File: config.mk
export PLATFORM = sky130hd
export DESIGN_NAME = raw_stall_align
export DESIGN_NICKNAME = d
export VERILOG_FILES = /design/src/raw_align_pkg.sv /design/src/byte_lane_steer.sv /design/src/raw_stall_align.sv
export SDC_FILE = /design/constraint.sdc
export NUM_CORES = 1
export LEC_CHECK = 0
export BUFFER_PORTS_ARGS = -buffer_cell sky130_fd_sc_hd__clkbuf_2
export CELL_PAD_IN_SITES_DETAIL_PLACEMENT = 0
export CELL_PAD_IN_SITES_GLOBAL_PLACEMENT = 1
export CORE_ASPECT_RATIO = 1.75
export CORE_MARGIN = 1.5
export CORE_UTILIZATION = 29
export CTS_CLUSTER_SIZE = 24
export DETAILED_ROUTE_END_ITERATION = 8
export GPL_TIMING_DRIVEN = 0
export PLACE_DENSITY = 0.85
export SLEW_MARGIN = 20
export SYNTH_ARGS = -nofsm -noshare
export SYNTH_HDL_FRONTEND = slang
export SYNTH_SLANG_ARGS = --single-unit
File: constraint.sdc
create_clock -name core_clk -period 2.3 [get_ports core_clk]
set_input_delay 0.46 -clock core_clk [delete_from_list [all_inputs] [get_ports core_clk]]
set_output_delay 0.46 -clock core_clk [all_outputs]
set_load 0.05 [all_outputs]
File: src/raw_align_pkg.sv
`default_nettype none
// ============================================================
// shared constants and types for the stall and alignment block
// ============================================================
package raw_align_pkg;

    // ============================================================
    // widths
    // ============================================================
    localparam int unsigned DATA_W = 16;
    localparam int unsigned BYTE_W = 8;
    localparam int unsigned WREG_IDX_W = 4;
    localparam int unsigned LANES = 2;

    // ============================================================
    // working register map
    // ============================================================
    // each working register is mirrored in data space at index * 2
    localparam logic [15:0] WREG_MAP_BASE = 16'h0000;
    localparam logic [3:0] STACK_PTR_IDX = 4'hF;
    localparam logic [15:0] BYTE_ZERO_HI = 16'h00FF;

    // ============================================================
    // timing
    // ============================================================
    // the stall lasts exactly this many instruction cycles
    localparam int unsigned STALL_CYCLES = 1;

    // ============================================================
    // effective address modes of an operand
    // ============================================================
    typedef enum logic [1:0] {
        AM_NONE,
        AM_DIRECT,
        AM_INDIRECT,
        AM_INDIRECT_MOD
    } addr_mode_t;

    // ============================================================
    // data access sizes
    // ============================================================
    typedef enum logic [1:0] {
        SZ_BYTE,
        SZ_WORD,
        SZ_DWORD
    } acc_size_t;

endpackage
`default_nettype wire

File: src/byte_lane_steer.sv
`timescale 1ns/1ps
`default_nettype none
// ============================================================
// little-endian byte lane steering for the data port
// ============================================================
module byte_lane_steer (
    // access being issued
    input wire raw_align_pkg::acc_size_t size,
    input wire logic addr_lsb,
    input wire logic [15:0] wdata,
    output logic [1:0] be,
    output logic [15:0] lane_wdata,
    // read return
    input wire logic rd_byte,
    input wire logic rd_hi,
    input wire logic [15:0] mem_rdata,
    output logic [15:0] rdata
);

    // ============================================================
    // byte enables, one per lane
    // ============================================================
    // lane 0 is the even address, lane 1 the odd one
    for (genvar i = 0; i < raw_align_pkg::LANES; i++) begin : g_lane
        assign be[i] = (size != raw_align_pkg::SZ_BYTE) || (addr_lsb == 1'(i));
    end

    // ============================================================
    // write and read data placement
    // ============================================================
    // a byte write puts its data on both lanes; the enable picks one
    always_comb begin
        if (size == raw_align_pkg::SZ_BYTE) begin
            lane_wdata = {wdata[7:0], wdata[7:0]};
        end else begin
            lane_wdata = wdata;
        end
    end

    // a byte read returns the selected lane in the low byte, zero above
    always_comb begin
        if (rd_byte) begin
            rdata = {8'h00, (rd_hi ? mem_rdata[15:8] : mem_rdata[7:0])};
        end else begin
            rdata = mem_rdata;
        end
    end

endmodule
`default_nettype wire

File: src/raw_stall_align.sv
`timescale 1ns/1ps
`default_nettype none
// Contract
// - at pre-decode, check for an address register dependency across the boundary
// - compare executing destination EA register with pre-fetched source EA register
// - a needed stall delays execution by exactly one instruction cycle
// - on match, mode pair decides; direct source never stalls, written pointer does
// - indirect then indirect stalls only if register holds its own mapped address
// - a stall right before exception processing is still inserted
// - call and relative call write the stack pointer; indirect use of it stalls
// - jump, return and return from interrupt never cause a stall
// - loops change nothing: same detection on entry, exit and every pass
// - dependency after a window access starts the stall in its second cycle
// - dependency before a window access stalls in the prior instruction's last cycle
// - byte mode direct register write changes only the low byte
// - byte mode indirect operand reaches the single byte at the pointer address
// - byte mode file register operand reaches the single addressed byte
// - byte mode status flags come from the 8-bit result
// - addresses are byte addresses; words are little-endian, low byte even
// - odd word access raises address error, taken after the instruction ends
// - misaligned word read clears address bit 0, completes and flags error
// - misaligned word write is suppressed and flags error
module raw_stall_align (
    // clock and reset
    input wire logic core_clk,
    input wire logic rst,
    // executing instruction
    input wire logic ex_dst_valid,
    input wire logic [3:0] ex_dst_reg,
    input wire raw_align_pkg::addr_mode_t ex_dst_mode,
    input wire logic ex_is_call,
    input wire logic ex_no_wreg_write,
    input wire logic ex_last_cycle,
    input wire logic ex_is_window,
    input wire logic ex_window_second,
    input wire logic exc_pending,
    // pre-fetched instruction
    input wire logic pf_src_valid,
    input wire logic [3:0] pf_src_reg,
    input wire raw_align_pkg::addr_mode_t pf_src_mode,
    input wire logic [15:0] pf_src_reg_value,
    // pipeline hold
    output logic stall_q,
    output logic hold_pc_q,
    output logic hold_prefetch_q,
    // data access request
    input wire logic acc_valid,
    input wire logic acc_write,
    input wire raw_align_pkg::acc_size_t acc_size,
    input wire logic [15:0] acc_addr,
    input wire logic [15:0] acc_wdata,
    // x data memory
    output logic [15:0] mem_addr_q,
    output logic [1:0] mem_be_q,
    output logic mem_we_q,
    output logic mem_re_q,
    output logic [15:0] mem_wdata_q,
    input wire logic [15:0] mem_rdata,
    // read return and error
    output logic [15:0] rdata_q,
    output logic rdata_valid_q,
    output logic addr_err_q,
    // working register write-back
    input wire logic reg_wr_valid,
    input wire logic reg_byte,
    input wire logic [15:0] reg_old,
    input wire logic [15:0] reg_result,
    output logic reg_we_q,
    output logic [15:0] reg_wdata_q,
    // status flags
    input wire logic alu_valid,
    input wire logic alu_byte,
    input wire logic [15:0] alu_result,
    output logic flag_n_q,
    output logic flag_z_q
);

    // ============================================================
    // state
    // ============================================================
    typedef struct packed {
        logic stall;
        logic [15:0] mem_addr;
        logic [1:0] mem_be;
        logic mem_we;
        logic mem_re;
        logic [15:0] mem_wdata;
        logic rd_hi;
        logic rd_byte;
        logic [15:0] rdata;
        logic rdata_valid;
        logic addr_err;
        logic reg_we;
        logic [15:0] reg_wdata;
        logic flag_n;
        logic flag_z;
    } state_t;

    localparam state_t STATE_RESET = '0;

    state_t s_q;
    state_t s_d;

    // ============================================================
    // decode helpers
    // ============================================================
    // pointer use of a register, with or without modification
    function automatic logic is_indirect(input raw_align_pkg::addr_mode_t m);
        is_indirect = (m == raw_align_pkg::AM_INDIRECT) ||
                      (m == raw_align_pkg::AM_INDIRECT_MOD);
    endfunction

    // data space address at which a working register is mirrored
    function automatic logic [15:0] wreg_map_addr(input logic [3:0] r);
        wreg_map_addr = raw_align_pkg::WREG_MAP_BASE + {11'h000, r, 1'b0};
    endfunction

    // mode pair decision once the two registers match
    function automatic logic pair_stalls(
        input raw_align_pkg::addr_mode_t dm,
        input raw_align_pkg::addr_mode_t sm,
        input logic [15:0] val,
        input logic [3:0] r
    );
        pair_stalls = 1'b0;
        if (is_indirect(sm)) begin
            case (dm)
                raw_align_pkg::AM_DIRECT: pair_stalls = 1'b1;
                raw_align_pkg::AM_INDIRECT_MOD: pair_stalls = 1'b1;
                // plain indirect only clashes through the register's own mirror
                raw_align_pkg::AM_INDIRECT: pair_stalls = (val == wreg_map_addr(r));
                default: pair_stalls = 1'b0;
            endcase
        end
    endfunction

    // ============================================================
    // hazard detection
    // ============================================================
    logic detect_point;
    logic dst_live;
    raw_align_pkg::addr_mode_t eff_dst_mode;
    logic [3:0] eff_dst_reg;
    logic hazard;

    // a window access decides in its second cycle, everything else in its
    // last cycle; the last cycle also covers the instruction ahead of a window
    // access, so that stall lands before the window access begins
    assign detect_point = ex_is_window ? ex_window_second : ex_last_cycle;

    // a call pushes through the stack pointer with post-increment
    always_comb begin
        if (ex_is_call) begin
            eff_dst_mode = raw_align_pkg::AM_INDIRECT_MOD;
            eff_dst_reg = raw_align_pkg::STACK_PTR_IDX;
        end else begin
            eff_dst_mode = ex_dst_mode;
            eff_dst_reg = ex_dst_reg;
        end
    end

    // jump and return flavours write no working register
    assign dst_live = (ex_dst_valid || ex_is_call) && !ex_no_wreg_write;

    // loop state and pending exceptions deliberately do not gate this
    // term, so stall timing is identical everywhere
    assign hazard = detect_point && !s_q.stall && dst_live && pf_src_valid
                    && (eff_dst_reg == pf_src_reg)
                    && pair_stalls(eff_dst_mode, pf_src_mode, pf_src_reg_value, pf_src_reg);

    // ============================================================
    // access checks and lane steering
    // ============================================================
    logic misalign;
    logic rd_go;
    logic wr_go;
    logic [1:0] lane_be;
    logic [15:0] lane_wdata;
    logic [15:0] rd_sel;

    // word and double word need an even address; the requester owes us that
    assign misalign = acc_valid && (acc_size != raw_align_pkg::SZ_BYTE) && acc_addr[0];
    // no read is issued in the cycle the stall is taken; the pending
    // register write must land first
    assign rd_go = acc_valid && !acc_write && !hazard;
    assign wr_go = acc_valid && acc_write && !misalign;

    byte_lane_steer u_steer (
        .size(acc_size),
        .addr_lsb(acc_addr[0]),
        .wdata(acc_wdata),
        .be(lane_be),
        .lane_wdata(lane_wdata),
        .rd_byte(s_q.rd_byte),
        .rd_hi(s_q.rd_hi),
        .mem_rdata(mem_rdata),
        .rdata(rd_sel)
    );

    // ============================================================
    // next state
    // ============================================================
    always_comb begin
        s_d = s_q;
        // one stall cycle per detected hazard
        s_d.stall = hazard;
        s_d.mem_re = rd_go;
        s_d.mem_we = wr_go;
        s_d.addr_err = misalign;
        if (rd_go || wr_go) begin
            // word reads from odd addresses fall back to the even word
            if (acc_size == raw_align_pkg::SZ_BYTE) begin
                s_d.mem_addr = acc_addr;
            end else begin
                s_d.mem_addr = {acc_addr[15:1], 1'b0};
            end
            s_d.mem_be = lane_be;
            s_d.mem_wdata = lane_wdata;
            s_d.rd_byte = (acc_size == raw_align_pkg::SZ_BYTE);
            s_d.rd_hi = (acc_size == raw_align_pkg::SZ_BYTE) && acc_addr[0];
        end
        // memory answers while the read strobe stands; the data is valid one cycle after the strobe
        s_d.rdata_valid = s_q.mem_re;
        if (s_q.mem_re) begin
            s_d.rdata = rd_sel;
        end
        // register write-back keeps the high byte in byte mode
        s_d.reg_we = reg_wr_valid;
        if (reg_wr_valid) begin
            if (reg_byte) begin
                s_d.reg_wdata = {reg_old[15:8], reg_result[7:0]};
            end else begin
                s_d.reg_wdata = reg_result;
            end
        end
        // flags follow the width of the operation
        if (alu_valid) begin
            if (alu_byte) begin
                s_d.flag_n = alu_result[7];
                s_d.flag_z = (alu_result[7:0] == 8'h00);
            end else begin
                s_d.flag_n = alu_result[15];
                s_d.flag_z = (alu_result == 16'h0000);
            end
        end
    end

    // ============================================================
    // state register
    // ============================================================
    always_ff @(posedge core_clk) begin
        if (rst) begin
            s_q <= STATE_RESET;
        end else begin
            s_q <= s_d;
        end
    end

    // ============================================================
    // outputs, all straight from the state register
    // ============================================================
    // pc and pre-fetch freeze for the stall cycle only
    assign stall_q = s_q.stall;
    assign hold_pc_q = s_q.stall;
    assign hold_prefetch_q = s_q.stall;
    assign mem_addr_q = s_q.mem_addr;
    assign mem_be_q = s_q.mem_be;
    assign mem_we_q = s_q.mem_we;
    assign mem_re_q = s_q.mem_re;
    assign mem_wdata_q = s_q.mem_wdata;
    assign rdata_q = s_q.rdata;
    assign rdata_valid_q = s_q.rdata_valid;
    assign addr_err_q = s_q.addr_err;
    assign reg_we_q = s_q.reg_we;
    assign reg_wdata_q = s_q.reg_wdata;
    assign flag_n_q = s_q.flag_n;
    assign flag_z_q = s_q.flag_z;
endmodule
`default_nettype wire

# [Yosys cells after proc, flatten, opt, wreduce, memory -nomap -nowiden]
# Cells that the tools add are included.
[totals] rom_bits=0 mem_count=0 latchBits=0 input_bits=142 output_inout_bits=76 wordCells=62 mem_bits_rw=0 regBits=76
[op_classes] bitwise_logic=1 addsub=0 n_eq_ne=7 mul=0 n_shift=0 n_div=0 n_lt_le_gt_ge=0 muxes=11 n_reduce_logical=28
[op_table] cell="16-bit 2-to-1 mux" count=3
[op_table] cell="16-bit by 5-bit equality test with 1-bit output" count=1
[op_table] cell="16-bit logical NOT" count=1
[op_table] cell="1-bit logical AND" count=13
[op_table] cell="2-bit equality test (second input constant)" count=4
[op_table] cell="8-bit logical NOT" count=1
[op_table] cell="8-bit 2-to-1 mux" count=1
[op_table] cell="1-bit logical NOT" count=5
[op_table] cell="1-bit logical OR" count=5
[op_table] cell="4-bit equality test" count=1
[op_table] cell="2-bit 2-to-1 mux" count=2
[op_table] cell="4-bit 2-to-1 mux" count=1
[op_table] cell="1-bit 2-to-1 mux" count=3
[op_table] cell="2-bit by 1-bit equality test with 1-bit output (second input constant)" count=1
[op_table] cell="2-bit logical NOT" count=1
[op_table] cell="1-bit case mux with 2 select lines" count=1
[op_table] cell="2-bit nonzero test" count=1
[op_table] cell="2-bit OR reduction" count=1
[op_table] cell="1-bit inverter" count=1

# [Logic depth before layout (Yosys ltp)]
# Gate-level depths: netlist of run 1.
[depth] depth_word=9 depth_mapped=7

# [Hierarchy]
# Synthesis of run 1 repeated with hierarchy kept, for this count alone.
[hier_totals] cells_unflattened=430 hier_area_um2=4115.2
[by_module_without_submodules] mod="raw_stall_align" n_inst=1 area_per_inst_um2=3772.4 cells_each=394
[by_module_without_submodules] mod="byte_lane_steer" n_inst=1 area_per_inst_um2=342.8 cells_each=36

# [Worst setup path before layout of run 1]
# No wires, ideal clock.
[synth_timing] path_type="reg2reg" from="reg s_q, in the netlist hold_pc_q" to="reg s_q, in the netlist mem_wdata_q[10]" path_slack_ns=0.183 path_stages_with_launch=7 t_arrival_ns=1.979 period_less_slack_ns=2.117 path_cell_list="dfxtp_1 nor4_1 o2111ai_1 o41a_2 buf_2 a21oi_1 a211oi_1"
[synth_between] elab_chain_cells=9
[synth_lines] item="start, declared" line_no="raw_stall_align.sv:101" text="state_t s_q;"
[synth_lines] item="start signal, assigned" line_no="raw_stall_align.sv:253" text="s_q <= STATE_RESET;"
[synth_lines] item="start signal, assigned" line_no="raw_stall_align.sv:255" text="s_q <= s_d;"
[synth_lines] item="1-bit logical NOT" line_no="raw_stall_align.sv:167" text="assign hazard = detect_point && !s_q.stall && dst_live && pf_src_valid"
[synth_lines] item="1-bit logical AND (3 in a row)" line_no="raw_stall_align.sv:167"
[synth_lines] item="1-bit logical AND" line_no="raw_stall_align.sv:168" text="&& (eff_dst_reg == pf_src_reg)"
[synth_lines] item="1-bit logical AND" line_no="raw_stall_align.sv:169" text="&& pair_stalls(eff_dst_mode, pf_src_mode, pf_src_reg_value, pf_src_reg);"
[synth_lines] item="1-bit logical NOT" line_no="raw_stall_align.sv:185" text="assign rd_go = acc_valid && !acc_write && !hazard;"
[synth_lines] item="1-bit logical AND" line_no="raw_stall_align.sv:185"
[synth_lines] item="1-bit logical OR" line_no="raw_stall_align.sv:210" text="if (rd_go || wr_go) begin"
# No other way between the ends.
# A chain may end at the register's enable or synchronous reset.

# [Final worst setup path of run 1]
[layout_timing] from="reg s_q, in the netlist hold_pc_q" to="reg s_q, in the netlist mem_addr_q[12]"
# Same word-level chain as after synthesis.

==> results by stage, run 1 <==
Run status:
- The flow ran to the end, and the final reports show no timing, DRC or antenna violations.

Yosys:
- Counting flops with a built-in enable in the synthesized netlist gives 0.
- Of the total synthesized cell area, the portion taken by full adders, half adders and majority gates is 0.
- For this run, the register share of the synthesized area comes to 0.463.
- Synthesis produced 369 cells.
- The share of flip-flops with an asynchronous set or reset after synthesis is 0.
- Of the post-synthesis cell area, the part taken by muxes is 0.0803.
- Of the post-synthesis cell area, the dominant cell type holds 0.463.
- By instance count, the leading cell after synthesis is dfxtp_1.
- Averaged over all synthesized cells, the footprint is 8.78 um^2.
- Of all cell types, the one taking the most synthesized area is dfxtp_1.
- Ranked by instance count, the synthesized netlist is headed by dfxtp_1, a21oi_1, nor2_1.
- The Yosys step of the flow raised 0 warnings.
- In this run the cell area of the synthesized design comes to 3240 um^2.
- The fraction of the mapped netlist area in compound gates is 0.207.
- The number of flip-flops and latches in the synthesized netlist is 75.
- After synthesis, the largest family of logic cells by area is compound AO/OA/AOI/OAI gates.
- The most frequently used flop master after synthesis is dfxtp_1.
- Yosys attributes the largest share of cell area to dfxtp_1, mux2i_1, a21oi_1.
- Synthesis produced a netlist with a net count of 511.
- Of the total synthesized cell area, the portion taken by XOR and XNOR cells is 0.0135.
- Of the total synthesized cell area, the portion taken by AND, OR, NAND and NOR gates is 0.184.
- Synthesis instantiated 38 different standard cells from the library.

Placement:
- The final HPWL from detailed placement is 8530 um.
- The placer's final routability congestion estimate is 0.856.
- At the placement stage, the worst setup path has a slack of -0.219 ns.
- The count of buffers added on input and output ports is 205.

Floorplan:
- After floorplanning, the core was sized to cover 10800 um^2.
- The die area is 11800 um^2.
- The number of placement rows is 50.
- For this configuration, the core starts out at a cell density of 0.301.
- The die outline width is 82.9 um.
- The number of I/O pins is 218.
- The height of the die is 143 um.

Clock network:
- In this run the number of H-tree levels came out at 3.
- The buffer levels on the longest clock path is 2.
- The number of buffers created by CTS is 9.
- The root buffer cell is clkbuf_16.
- Clock latency on the worst-skew pair, taken at its later pin, is 0.34 ns.
- After clock tree synthesis, the clock-pin slew on the worst setup and hold paths is 0.06 ns.
- The number of clock sinks is 75.
- The clock tree from TritonCTS is done.

Layout:
- Of the cells placed in the final design, the portion with a size suffix greater than 1 is 0.405.
- Relative to the synthesized area, the layout overhead comes to 48.4%.
- The multi-input combinational cell area is 1580 um^2.
- Summing all flip-flop and latch instances after layout gives 1500 um^2.
- In the final design database the tool counted 729 nets.
- 0 antenna diodes ended up in the layout.
- The number of inserted filler cells in the final layout is 1130.

Worst setup path:
- The kind of start point of the critical path is a register.
- The critical path capture point type is a register.
- In this run the worst path has a maximum fanout of 10.
- Data arrives at the worst endpoint at 2.29 ns.
- The required time of the worst setup path is 2.50 ns.
- The setup path with the least slack is of type reg2reg.

STA:
- The timing-limited maximum frequency is 0.478 GHz.
- Of the available clock period, the critical path in the final layout requires 0.910.
- Setup total negative slack on the finished layout was measured at 0 ns.
- The transition time at the pin with the least slew margin is 0.704 ns.
- The post-route minimum period is 2.09 ns.
- Setup violations remaining at the end of the flow were counted as 0.
- Setup repair after global routing left no endpoint under its margin.
- The number of hold-slack violations in the final timing report came to 0.
- The final number of max-transition violations is 0.
- The clock tree skew after final layout is 0.00439 ns.
- In this run the tightest slew margin relative to its limit is 0.531.
- The final worst setup slack is 0.207 ns.

Hold path:
- The type of the tightest min-delay check is in2reg.

Flow run:
- The tool flagged a number of max-cap violations equal to 0.

Pwr:
- VDD sags by at most 0.429 mV.
- The total power is 3780 uW.
- For this design the ratio of total power to cell area is 787 nW/um^2.
- The leakage component of the power is 0.00231 uW.

Detailed routing:
- After detailed routing, the number of remaining DRC violations is 0.
- The via density per instance is 4.92.
- In the final routed layout, each cell accounts on average for 14.8 um.
- Once detail routing completed, the nets flagged for antenna violations numbered 0.
- The violation count after the first detailed-route iteration is 126.
- For this block, the via count after detailed routing is 3551.
- The total routed wirelength is 10700 um.
- The first TritonRoute pass finished after 4 iterations.

GRT:
- The first global-routing pass estimated 16700 um of wire.
- The final global-route overflow total is 0.
- The number of global-route vias before repair is 3461.
- The initial antenna violation count is 0.
- The pin count of the biggest net entering global routing is 14.
- The global-route usage over all layers is 0.177.
cells by family (layout without fill, tap and decap cells):
logic type      count (synthesis)  count (layout)
simple gates                  121             121
compound gates                105             105
flops                          75              75
buf+inv                        37             260
mux                            26              26
xor+xnor                        5               5
critical path, cell delays in order, from the launching register on:
cell and delay (ns):
dfxtp_1 0.34, nor4_2 0.32, o2111ai_2 0.26, o41a_2 0.57, clkbuf_1 0.24, nand3_1 0.15, a21oi_1 0.07
worst paths after layout:
kind | start | slack (ns) | cells past startpoint | endpoint
max reg2reg | hold_pc_q$_SDFF_PP0_ | 0.21 | 6 | mem_addr_q[12]$_SDFFE_PP0P_
max | hold_pc_q$_SDFF_PP0_ | 0.21 | 6 | mem_addr_q[12]$_SDFFE_PP0P_
min reg2reg | mem_addr_q[9]$_SDFFE_PP0P_ | 0.48 | 2 | mem_addr_q[9]$_SDFFE_PP0P_
min | alu_valid | 0.35 | 2 | flag_n_q$_SDFFE_PP0P_
layout make-up:
class | count | area share
Multi-Input combinational cell | 257 | 0.329
Tap cell | 130 | 0.0338
Inverter | 4 | 0.00312
Sequential cell | 75 | 0.312
Buffer | 33 | 0.0318
Timing Repair Buffer | 207 | 0.217
Clock inverter | 6 | 0.0234
Clock buffer | 10 | 0.0497
metal layers:
metal / routed length, um / track usage / vias up / part of all wire
li1: - / - / 1770 / -
met1: 4070 / 0.185 / 1636 / 0.38
met2: 5640 / 0.322 / 123 / 0.53
met3: 618 / 0.0462 / 22 / 0.058
met4: 359 / 0.0982 / 0 / 0.034
met5: 0 / 0 / - / 0
timing repair:
item | in CTS | in global routing
resized for setup | 0 | 2
hold buffers | 0 | 0
buffers inserted | 0 | 2
setup endpoints to repair | 0 | 30
where the power goes:
group	switching (uW)	internal (uW)
clock	551	1090
combinational	498	232
sequential	37.8	1370
total	1090	2700
metrics by stage:
stage	std cells	instance area, um^2	util	hold WS (ns)
after global placement	704	4430	0.412	0.461
after CTS	720	4780	0.444	0.341
after floorplan	369	3240	-	0.539
after detailed placement	704	4430	0.412	0.469
after global routing	722	4810	0.447	0.356
final	722	4810	0.447	0.347
registers in the layout, summed over array words and instances (netlist names), 2 cells and up:
signal and count:
mem_addr_q 16, mem_wdata_q 16, rdata_q 16, reg_wdata_q 16
mem_be_q 2
cells in the final DEF, fill, tap and decap left out, types with 3 or more instances in the layout:
master	instances
clkbuf_1	22
nand3_1	32
nor4_1	9
buf_4	5
mux2i_1	26
a311oi_1	8
clkbuf_2	205
a21oi_1	44
nor2_1	38
nand2_1	13
buf_1	4
xor2_1	5
bufinv_16	3
inv_1	4
o21ai_0	23
nor2b_1	13
a211oi_1	17
nor3_1	6
dfxtp_1	75
clkbuf_16	9
(Power assumes the default switching activity.)
==> run 2, diff against run 1 <==
CORE_MARGIN = 10   (was 1.5)
CORE_UTILIZATION = 31   (was 29)
PLACE_DENSITY = 0.9   (was 0.85)
clock period = 2.6 ns   (was 2.3 ns; I/O delays follow)
==> results by stage, run 2 (synthesis gave the netlist of run 1 again) <==
Worst setup path:
- The startpoint identified for the worst register-to-register timing path is hold_pc_q$_SDFF_PP0_.
- The kind of start point of the critical path is a register.
- By startpoint and endpoint, the worst setup path is classified as reg2reg.
- The capture point of the worst reg-to-reg path is mem_be_q[0]$_SDFFE_PP0P_.
- The data arrival at the endpoint of the critical path came to 2.58 ns (+0.29 ns).
- The critical-path cell with the highest stage delay is o41ai_4.
- The reg2reg setup slack is 0.26 ns (+0.06 ns).
- The maximum fanout encountered on the critical timing path is 10 (unchanged).
- The required time of the worst setup path came to 2.84 ns (+0.34 ns).
- The worst-case reg-to-reg path depth is 5 (-1).
- The largest stage delay on the critical path is 0.71 ns (+0.14 ns).
- The critical path goes through nor4_1, o2111ai_1, o41ai_4, nor2_2, a311oi_2.
- The critical path capture point type is a register.

Clock network:
- The count of instances resized after the clock tree is built is 0 (unchanged).
- The number of clock sinks came to 75 (unchanged).
- The level count of the clock H-tree is 3 (unchanged).
- The source-to-sink clock delay at the later pin of the worst-skew pair was 0.33 ns (about the same).
- The number of post-CTS setup repair buffers is 0 (unchanged).
- Clock tree synthesis selected as its root buffer the cell clkbuf_16.
- The CTS clock-pin slew for the worst setup and hold paths is 0.06 ns (about the same).
- The number of buffers created by CTS is 9 (unchanged).
- The post-cts hold buffer count is 0 (unchanged).
- The buffer levels on the longest clock path is 2 (unchanged).
- TritonCTS built the clock tree.

Detailed routing:
- The number of vias in the routed layout came to 3564 (+0.37%).
- The violation count after the first detailed-route iteration is 127 (+0.79%).
- The average wire per cell in the routed design was 17.2 um (+16%).
- The via density per instance was 4.97 (+1.1%).
- The first-pass iteration count of the detailed router was 6 (+2).
- The number of remaining DRC errors was 0 (unchanged).
- The total routed wirelength is 12300 um (+16%).
- The remaining number of nets flagged by the antenna check after routing is 0 (unchanged).

GRT:
- The global routing met3 resource utilization is 0.0386 (-0.00766).
- The fraction of met2 tracks used by global routing is 0.307 (-0.0149).
- The met1 track utilization from global routing is 0.152 (-0.0325).
- The final global-route overflow total is 0 (unchanged).
- The initial antenna violation count is 0 (unchanged).
- The busiest layer in global routing is met2.
- The global-route wire length before repair is 19800 um (+19%).
- The global-route usage over all layers is 0.158 (-0.0191).
- The number of global-route vias before repair is 3884 (+12%).
- The pin count of the biggest net entering global routing was 13 (-1).

STA:
- The number of hold-slack violations in the final timing report is 0 (unchanged).
- The transition time at the pin with the least slew margin was 0.686 ns (-0.0174 ns).
- The clock tree skew after final layout came to 0.00607 ns (+0.00168 ns).
- The final number of max-transition violations is 0 (unchanged).
- The final worst setup slack was 0.263 ns (+0.0561 ns).
- The period utilization came to 0.899 (-0.0112).
- The timing-limited maximum frequency is 0.428 GHz (-10%).
- The number of setup violations in the final report is 0 (unchanged).
- Setup repair after global routing left no endpoint under its margin.
- The relative max-transition margin was 0.542 (+0.0116).
- The setup TNS after final layout was 0 ns (unchanged).
- The post-route minimum period was 2.34 ns (+0.244 ns).

Layout:
- The sequential cell area in the final layout is 1500 um^2 (unchanged).
- The non-filler instance count after layout is 717 (-0.69%).
- The number of inserted filler cells in the final layout is 1062 (-6.0%).
- Leaving out fill and tap cells, the most frequent cell in the layout is clkbuf_2.
- The utilization after layout was 0.464 (+0.0174).
- The fraction of final layout cells with drive strength greater than 1 is 0.400 (-0.00541).
- The library cells used most frequently in the layout, excluding fill and tap cells, are clkbuf_2, dfxtp_1, a21oi_1, nor2_1, nand3_1.
- The number of antenna diodes is 0 (unchanged).
- The synthesis-to-layout area growth is 46.7%.
- The final layout net count is 727 (-0.27%).
- The multi-input combinational cell area is 1570 um^2 (-0.79%).

Pwr:
- The power density of the placed cells is 684 nW/um^2 (-13%).
- The leakage component of the power is 0.00229 uW (-0.77%).
- The peak supply drop is 0.482 mV (+12%).

Floorplan:
- The height of the die came to 155 um (+8.7%).
- The die outline width is 97.3 um (+17%).
- The initial standard-cell utilization of the core is 0.316 (+0.0153).
- The number of I/O pins is 218 (unchanged).
- The number of placement rows is 49 (-2.0%).
- The core area is 10200 um^2 (-4.8%).
- The die area was 15100 um^2 (+28%).

Placement:
- The final HPWL from detailed placement is 10200 um (+19%).
- The number of cells after detailed placement was 701 (-0.43%).
- The placer's final routability congestion estimate is 0.812 (-5.1%).
- The pre-CTS setup slack is -0.0654 ns (+0.153 ns).
- The number of port buffers is 205 (unchanged).

Hold path:
- The number of stages on the worst hold path was 2 (unchanged).
- In this run the most critical hold path is launched from alu_valid.
- The path class of the tightest hold or removal check is in2reg.
- The end point of the most critical hold path is flag_n_q$_SDFFE_PP0P_.

Flow run:
- The total of max-cap violations is 0 (unchanged).

Run status:
- The run finished with clean final reports.
run 2: cell count changes in the layout (fill, tap and decap cells not counted), sizes merged:
cell	previous run	this run
bufinv	3	2
clkbuf	237	238
buf	13	11
run 2: worst max-delay path by stage:
stage	startpoint	end	slack, ns
4_1_cts	hold_pc_q$_SDFF_PP0_	mem_be_q[0]$_SDFFE_PP0P_	0.24
5_1_grt	pf_src_reg[3]	mem_be_q[0]$_SDFFE_PP0P_	0.15
3_3_place_gp	pf_src_reg[3]	mem_be_q[0]$_SDFFE_PP0P_	-0.04
3_5_place_dp	pf_src_reg[3]	mem_be_q[0]$_SDFFE_PP0P_	-0.07
2_1_floorplan	ex_dst_reg[0]	mem_wdata_q[10]$_SDFFE_PP0P_	0.44
6_report	hold_pc_q$_SDFF_PP0_	mem_be_q[0]$_SDFFE_PP0P_	0.26
run 2: report_power, final:
group / leakage [uW] / internal (uW) / switching [uW]
sequential: 0.000617 / 1220 / 34.9
combinational: 0.00151 / 203 / 443
clock: 0.000165 / 887 / 465
run 2: cell type report:
type,instances,share of cell area
Buffer,33,0.0321
Clock buffer,11,0.0532
Clock inverter,5,0.0158
Inverter,4,0.00316
Multi-Input combinational cell,257,0.330
Sequential cell,75,0.316
Tap cell,127,0.0334
Timing Repair Buffer,205,0.216
run 2: layer usage:
metal	share of wire	vias up
li1	-	1771
met1	0.35	1648
met2	0.57	124
met3	0.051	21
met4	0.025	0
met5	0	-
run 2: per-stage QoR:
step / hold WS (ns) / total power [uW] / area (um^2)
finish: 0.404 / 3250 / 4750
global route: 0.422 / 3380 / 4750
CTS: 0.388 / 3280 / 4750
detailed placement: 0.469 / 1930 / 4420
global placement: 0.460 / 1910 / 4420
floorplan: 0.599 / 1690 / 3240
run 2: critical path, delay by kind of cell (launching register included):
kind / cells / cell delay [ns]
simple gates: 2 / 0.55
compound gates: 3 / 1.36
flops: 1 / 0.33
==> run 3, diff against run 2 <==
BUFFER_PORTS_ARGS = not set   (was -buffer_cell sky130_fd_sc_hd__clkbuf_2)
CORE_ASPECT_RATIO = 0.5   (was 1.75)
CORE_UTILIZATION = 46   (was 31)
DONT_BUFFER_PORTS = 1   (was not set)
PLACE_DENSITY = 0.87   (was 0.9)
==> results by stage, run 3 (synthesis gave the netlist of run 1 again) <==
Run status:
- The run finished with clean final reports.

GRT:
- The pin count of the biggest net entering global routing is 14 (+1).
- The global-route wire length before repair was 16000 um (-19%).
- The global-route usage over all layers is 0.180 (+0.0218).
- The initial antenna violation count is 0 (unchanged).
- The number of global-route vias before repair is 2862 (-26%).
- The final global-route overflow total is 0 (unchanged).

STA:
- The number of hold-slack violations in the final timing report is 0 (unchanged).
- The setup TNS after final layout is 0 ns (unchanged).
- The number of setup violations in the final report came to 0 (unchanged).
- Setup repair after global routing left no endpoint under its margin.
- The period utilization is 0.915 (+0.0162).
- The timing-limited maximum frequency is 0.420 GHz (-1.8%).
- The post-route minimum period is 2.38 ns (+0.0420 ns).
- The clock tree skew after final layout is 0.00547 ns (-0.000596 ns).
- The relative max-transition margin is 0.498 (-0.0446).
- The transition time at the pin with the least slew margin was 0.752 ns (+0.0659 ns).
- The final number of max-transition violations is 0 (unchanged).

Pwr:
- The fraction of power consumed by combinational cells was 0.075 (-0.124).
- The leakage component of the power was 0.00142 uW (-38%).
- The share of power burned in registers is 0.470 (+0.085).
- The power dissipated by switching net loads is 892 uW (-5.4%).
- The total power was 3170 uW (-2.4%).
- The clock group share of total power is 0.454 (+0.038).
- The switching share of power was 0.281 (-0.00882).
- The peak supply drop is 0.589 mV (+22%).
- The power density of the placed cells is 852 nW/um^2 (+25%).
- The total internal power came to 2280 uW (-1.2%).

Placement:
- The number of port buffers is 0 (-100%).
- The final HPWL from detailed placement is 8550 um (-16%).
- The placer's final routability congestion estimate is 0.775 (-4.5%).

Layout:
- The synthesis-to-layout area growth is 14.8%.
- The fraction of final layout cells with drive strength greater than 1 is 0.0855 (-0.315).
- The number of antenna diodes is 0 (unchanged).
- The commonest non-fill, non-tap cell in the layout is dfxtp_1.
- The final layout net count is 523 (-28%).
- The top cell types in the final layout, fill and taps aside, are dfxtp_1, a21oi_1, nor2_1, nand3_1, mux2i_1.

Clock network:
- The number of clock sinks is 75 (unchanged).
- The buffer levels on the longest clock path is 2 (unchanged).
- The source-to-sink clock delay at the later pin of the worst-skew pair is 0.33 ns (about the same).
- The number of buffers created by CTS is 9 (unchanged).
- The level count of the clock H-tree came to 3 (unchanged).
- The CTS clock-pin slew for the worst setup and hold paths is 0.06 ns (about the same).
- TritonCTS built the clock tree.
- The root buffer cell is clkbuf_16.

Detailed routing:
- The number of vias in the routed layout is 2797 (-22%).
- The violation count after the first detailed-route iteration was 98 (-23%).
- The number of remaining DRC errors is 0 (unchanged).
- The total routed wirelength is 10500 um (-15%).
- The remaining number of nets flagged by the antenna check after routing is 0 (unchanged).
- The via density per instance was 5.85 (+18%).
- The average wire per cell in the routed design is 21.9 um (+27%).
- The first-pass iteration count of the detailed router was 4 (-2).

Floorplan:
- The number of I/O pins is 218 (unchanged).
- The die area is 11000 um^2 (-27%).
- The die outline width came to 139 um (+43%).
- The height of the die came to 79.3 um (-49%).
- The initial standard-cell utilization of the core came to 0.480 (+0.163).
- The core area came to 6750 um^2 (-34%).
- The number of placement rows is 21 (-57%).

Worst setup path:
- The worst-case reg-to-reg path depth is 6 (+1).
- The critical-path cell with the highest stage delay is o41a_2.
- The signal on the critical path passes through nor4_1, o2111ai_2, o41a_2, clkbuf_1, nand3_1, a21oi_1.
- The largest stage delay on the critical path is 0.59 ns (-0.12 ns).
- The maximum fanout encountered on the critical timing path was 10 (unchanged).
- STA classifies the critical path startpoint as a register.
- The data arrival at the endpoint of the critical path came to 2.58 ns (about the same).
- The required time of the worst setup path came to 2.80 ns (-0.04 ns).
- The worst setup path category is reg2reg.
- The critical path capture point type is a register.

Flow run:
- The total of max-cap violations came to 0 (unchanged).

Hold path:
- In this run the worst hold path is classified as in2reg.
- The number of stages on the worst hold path is 1 (-1).
## run 3: power by group through the flow
stage / combinational [uW] / sequential, uW / clock (uW)
after floorplan: 191 / 1490 / 0
after global placement: 227 / 1520 / 0
after detailed placement: 237 / 1520 / 0
after CTS: 238 / 1490 / 1460
after global routing: 271 / 1500 / 1510
final: 239 / 1490 / 1440
## run 3: path summary, 6_finish.rpt
path | start | end | slack (ns)
min reg2reg | rdata_q[7]$_SDFFE_PP0P_ | rdata_q[7]$_SDFFE_PP0P_ | 0.73
max | hold_pc_q$_SDFF_PP0_ | mem_addr_q[13]$_SDFFE_PP0P_ | 0.22
min | acc_write | mem_re_q$_SDFF_PP0_ | 0.27
max reg2reg | hold_pc_q$_SDFF_PP0_ | mem_addr_q[13]$_SDFFE_PP0P_ | 0.22
## run 3: final cells by class
| class | instances | area [um^2] |
|---|---|---|
| multi-input combinational | 257 | 1580 |
| sequential | 75 | 1500 |
| clock buffer | 10 | 239 |
| tap | 92 | 115 |
| fill | 600 | 3030 |
| buffer | 33 | 153 |
| clock inverter | 6 | 111 |
| inverter | 4 | 15.0 |
| timing repair buffer | 1 | 7.51 |
## run 3: metal layers
metal	routed length, um	up-vias	global-route usage
met2	5260	131	0.315
li1	-	1356	-
met4	51	0	0.0393
met1	3810	1304	0.181
met5	0	-	0
met3	1340	6	0.113
## run 3: critical path, delay by kind of cell (launching register included)
family                 cells  cell delay, ns
AOI/OAI and AO/OA          3            0.96
buffers and inverters      1            0.24
DFF                        1            0.50
and+or+nand+nor            2            0.55
## run 3: timing repair
action                                  4_1_cts  5_1_grt
hold buffers                                  0        0
endpoints found under the setup margin        0       16
gates resized for setup                       0        1
setup buffers                                 0        1
## run 3: metrics by stage
stage          instance area, um^2  worst slack (ns)  hold WS, ns  instances  utilization
3_5_place_dp                  3350            0.0787        0.613        461        0.497
6_report                      3720             0.221        0.271        478        0.551
2_1_floorplan                 3240             0.445        0.599        369            -
3_3_place_gp                  3350             0.143        0.608        461        0.497
5_1_grt                       3720            0.0244        0.265        478        0.551
4_1_cts                       3700             0.130        0.261        477        0.549
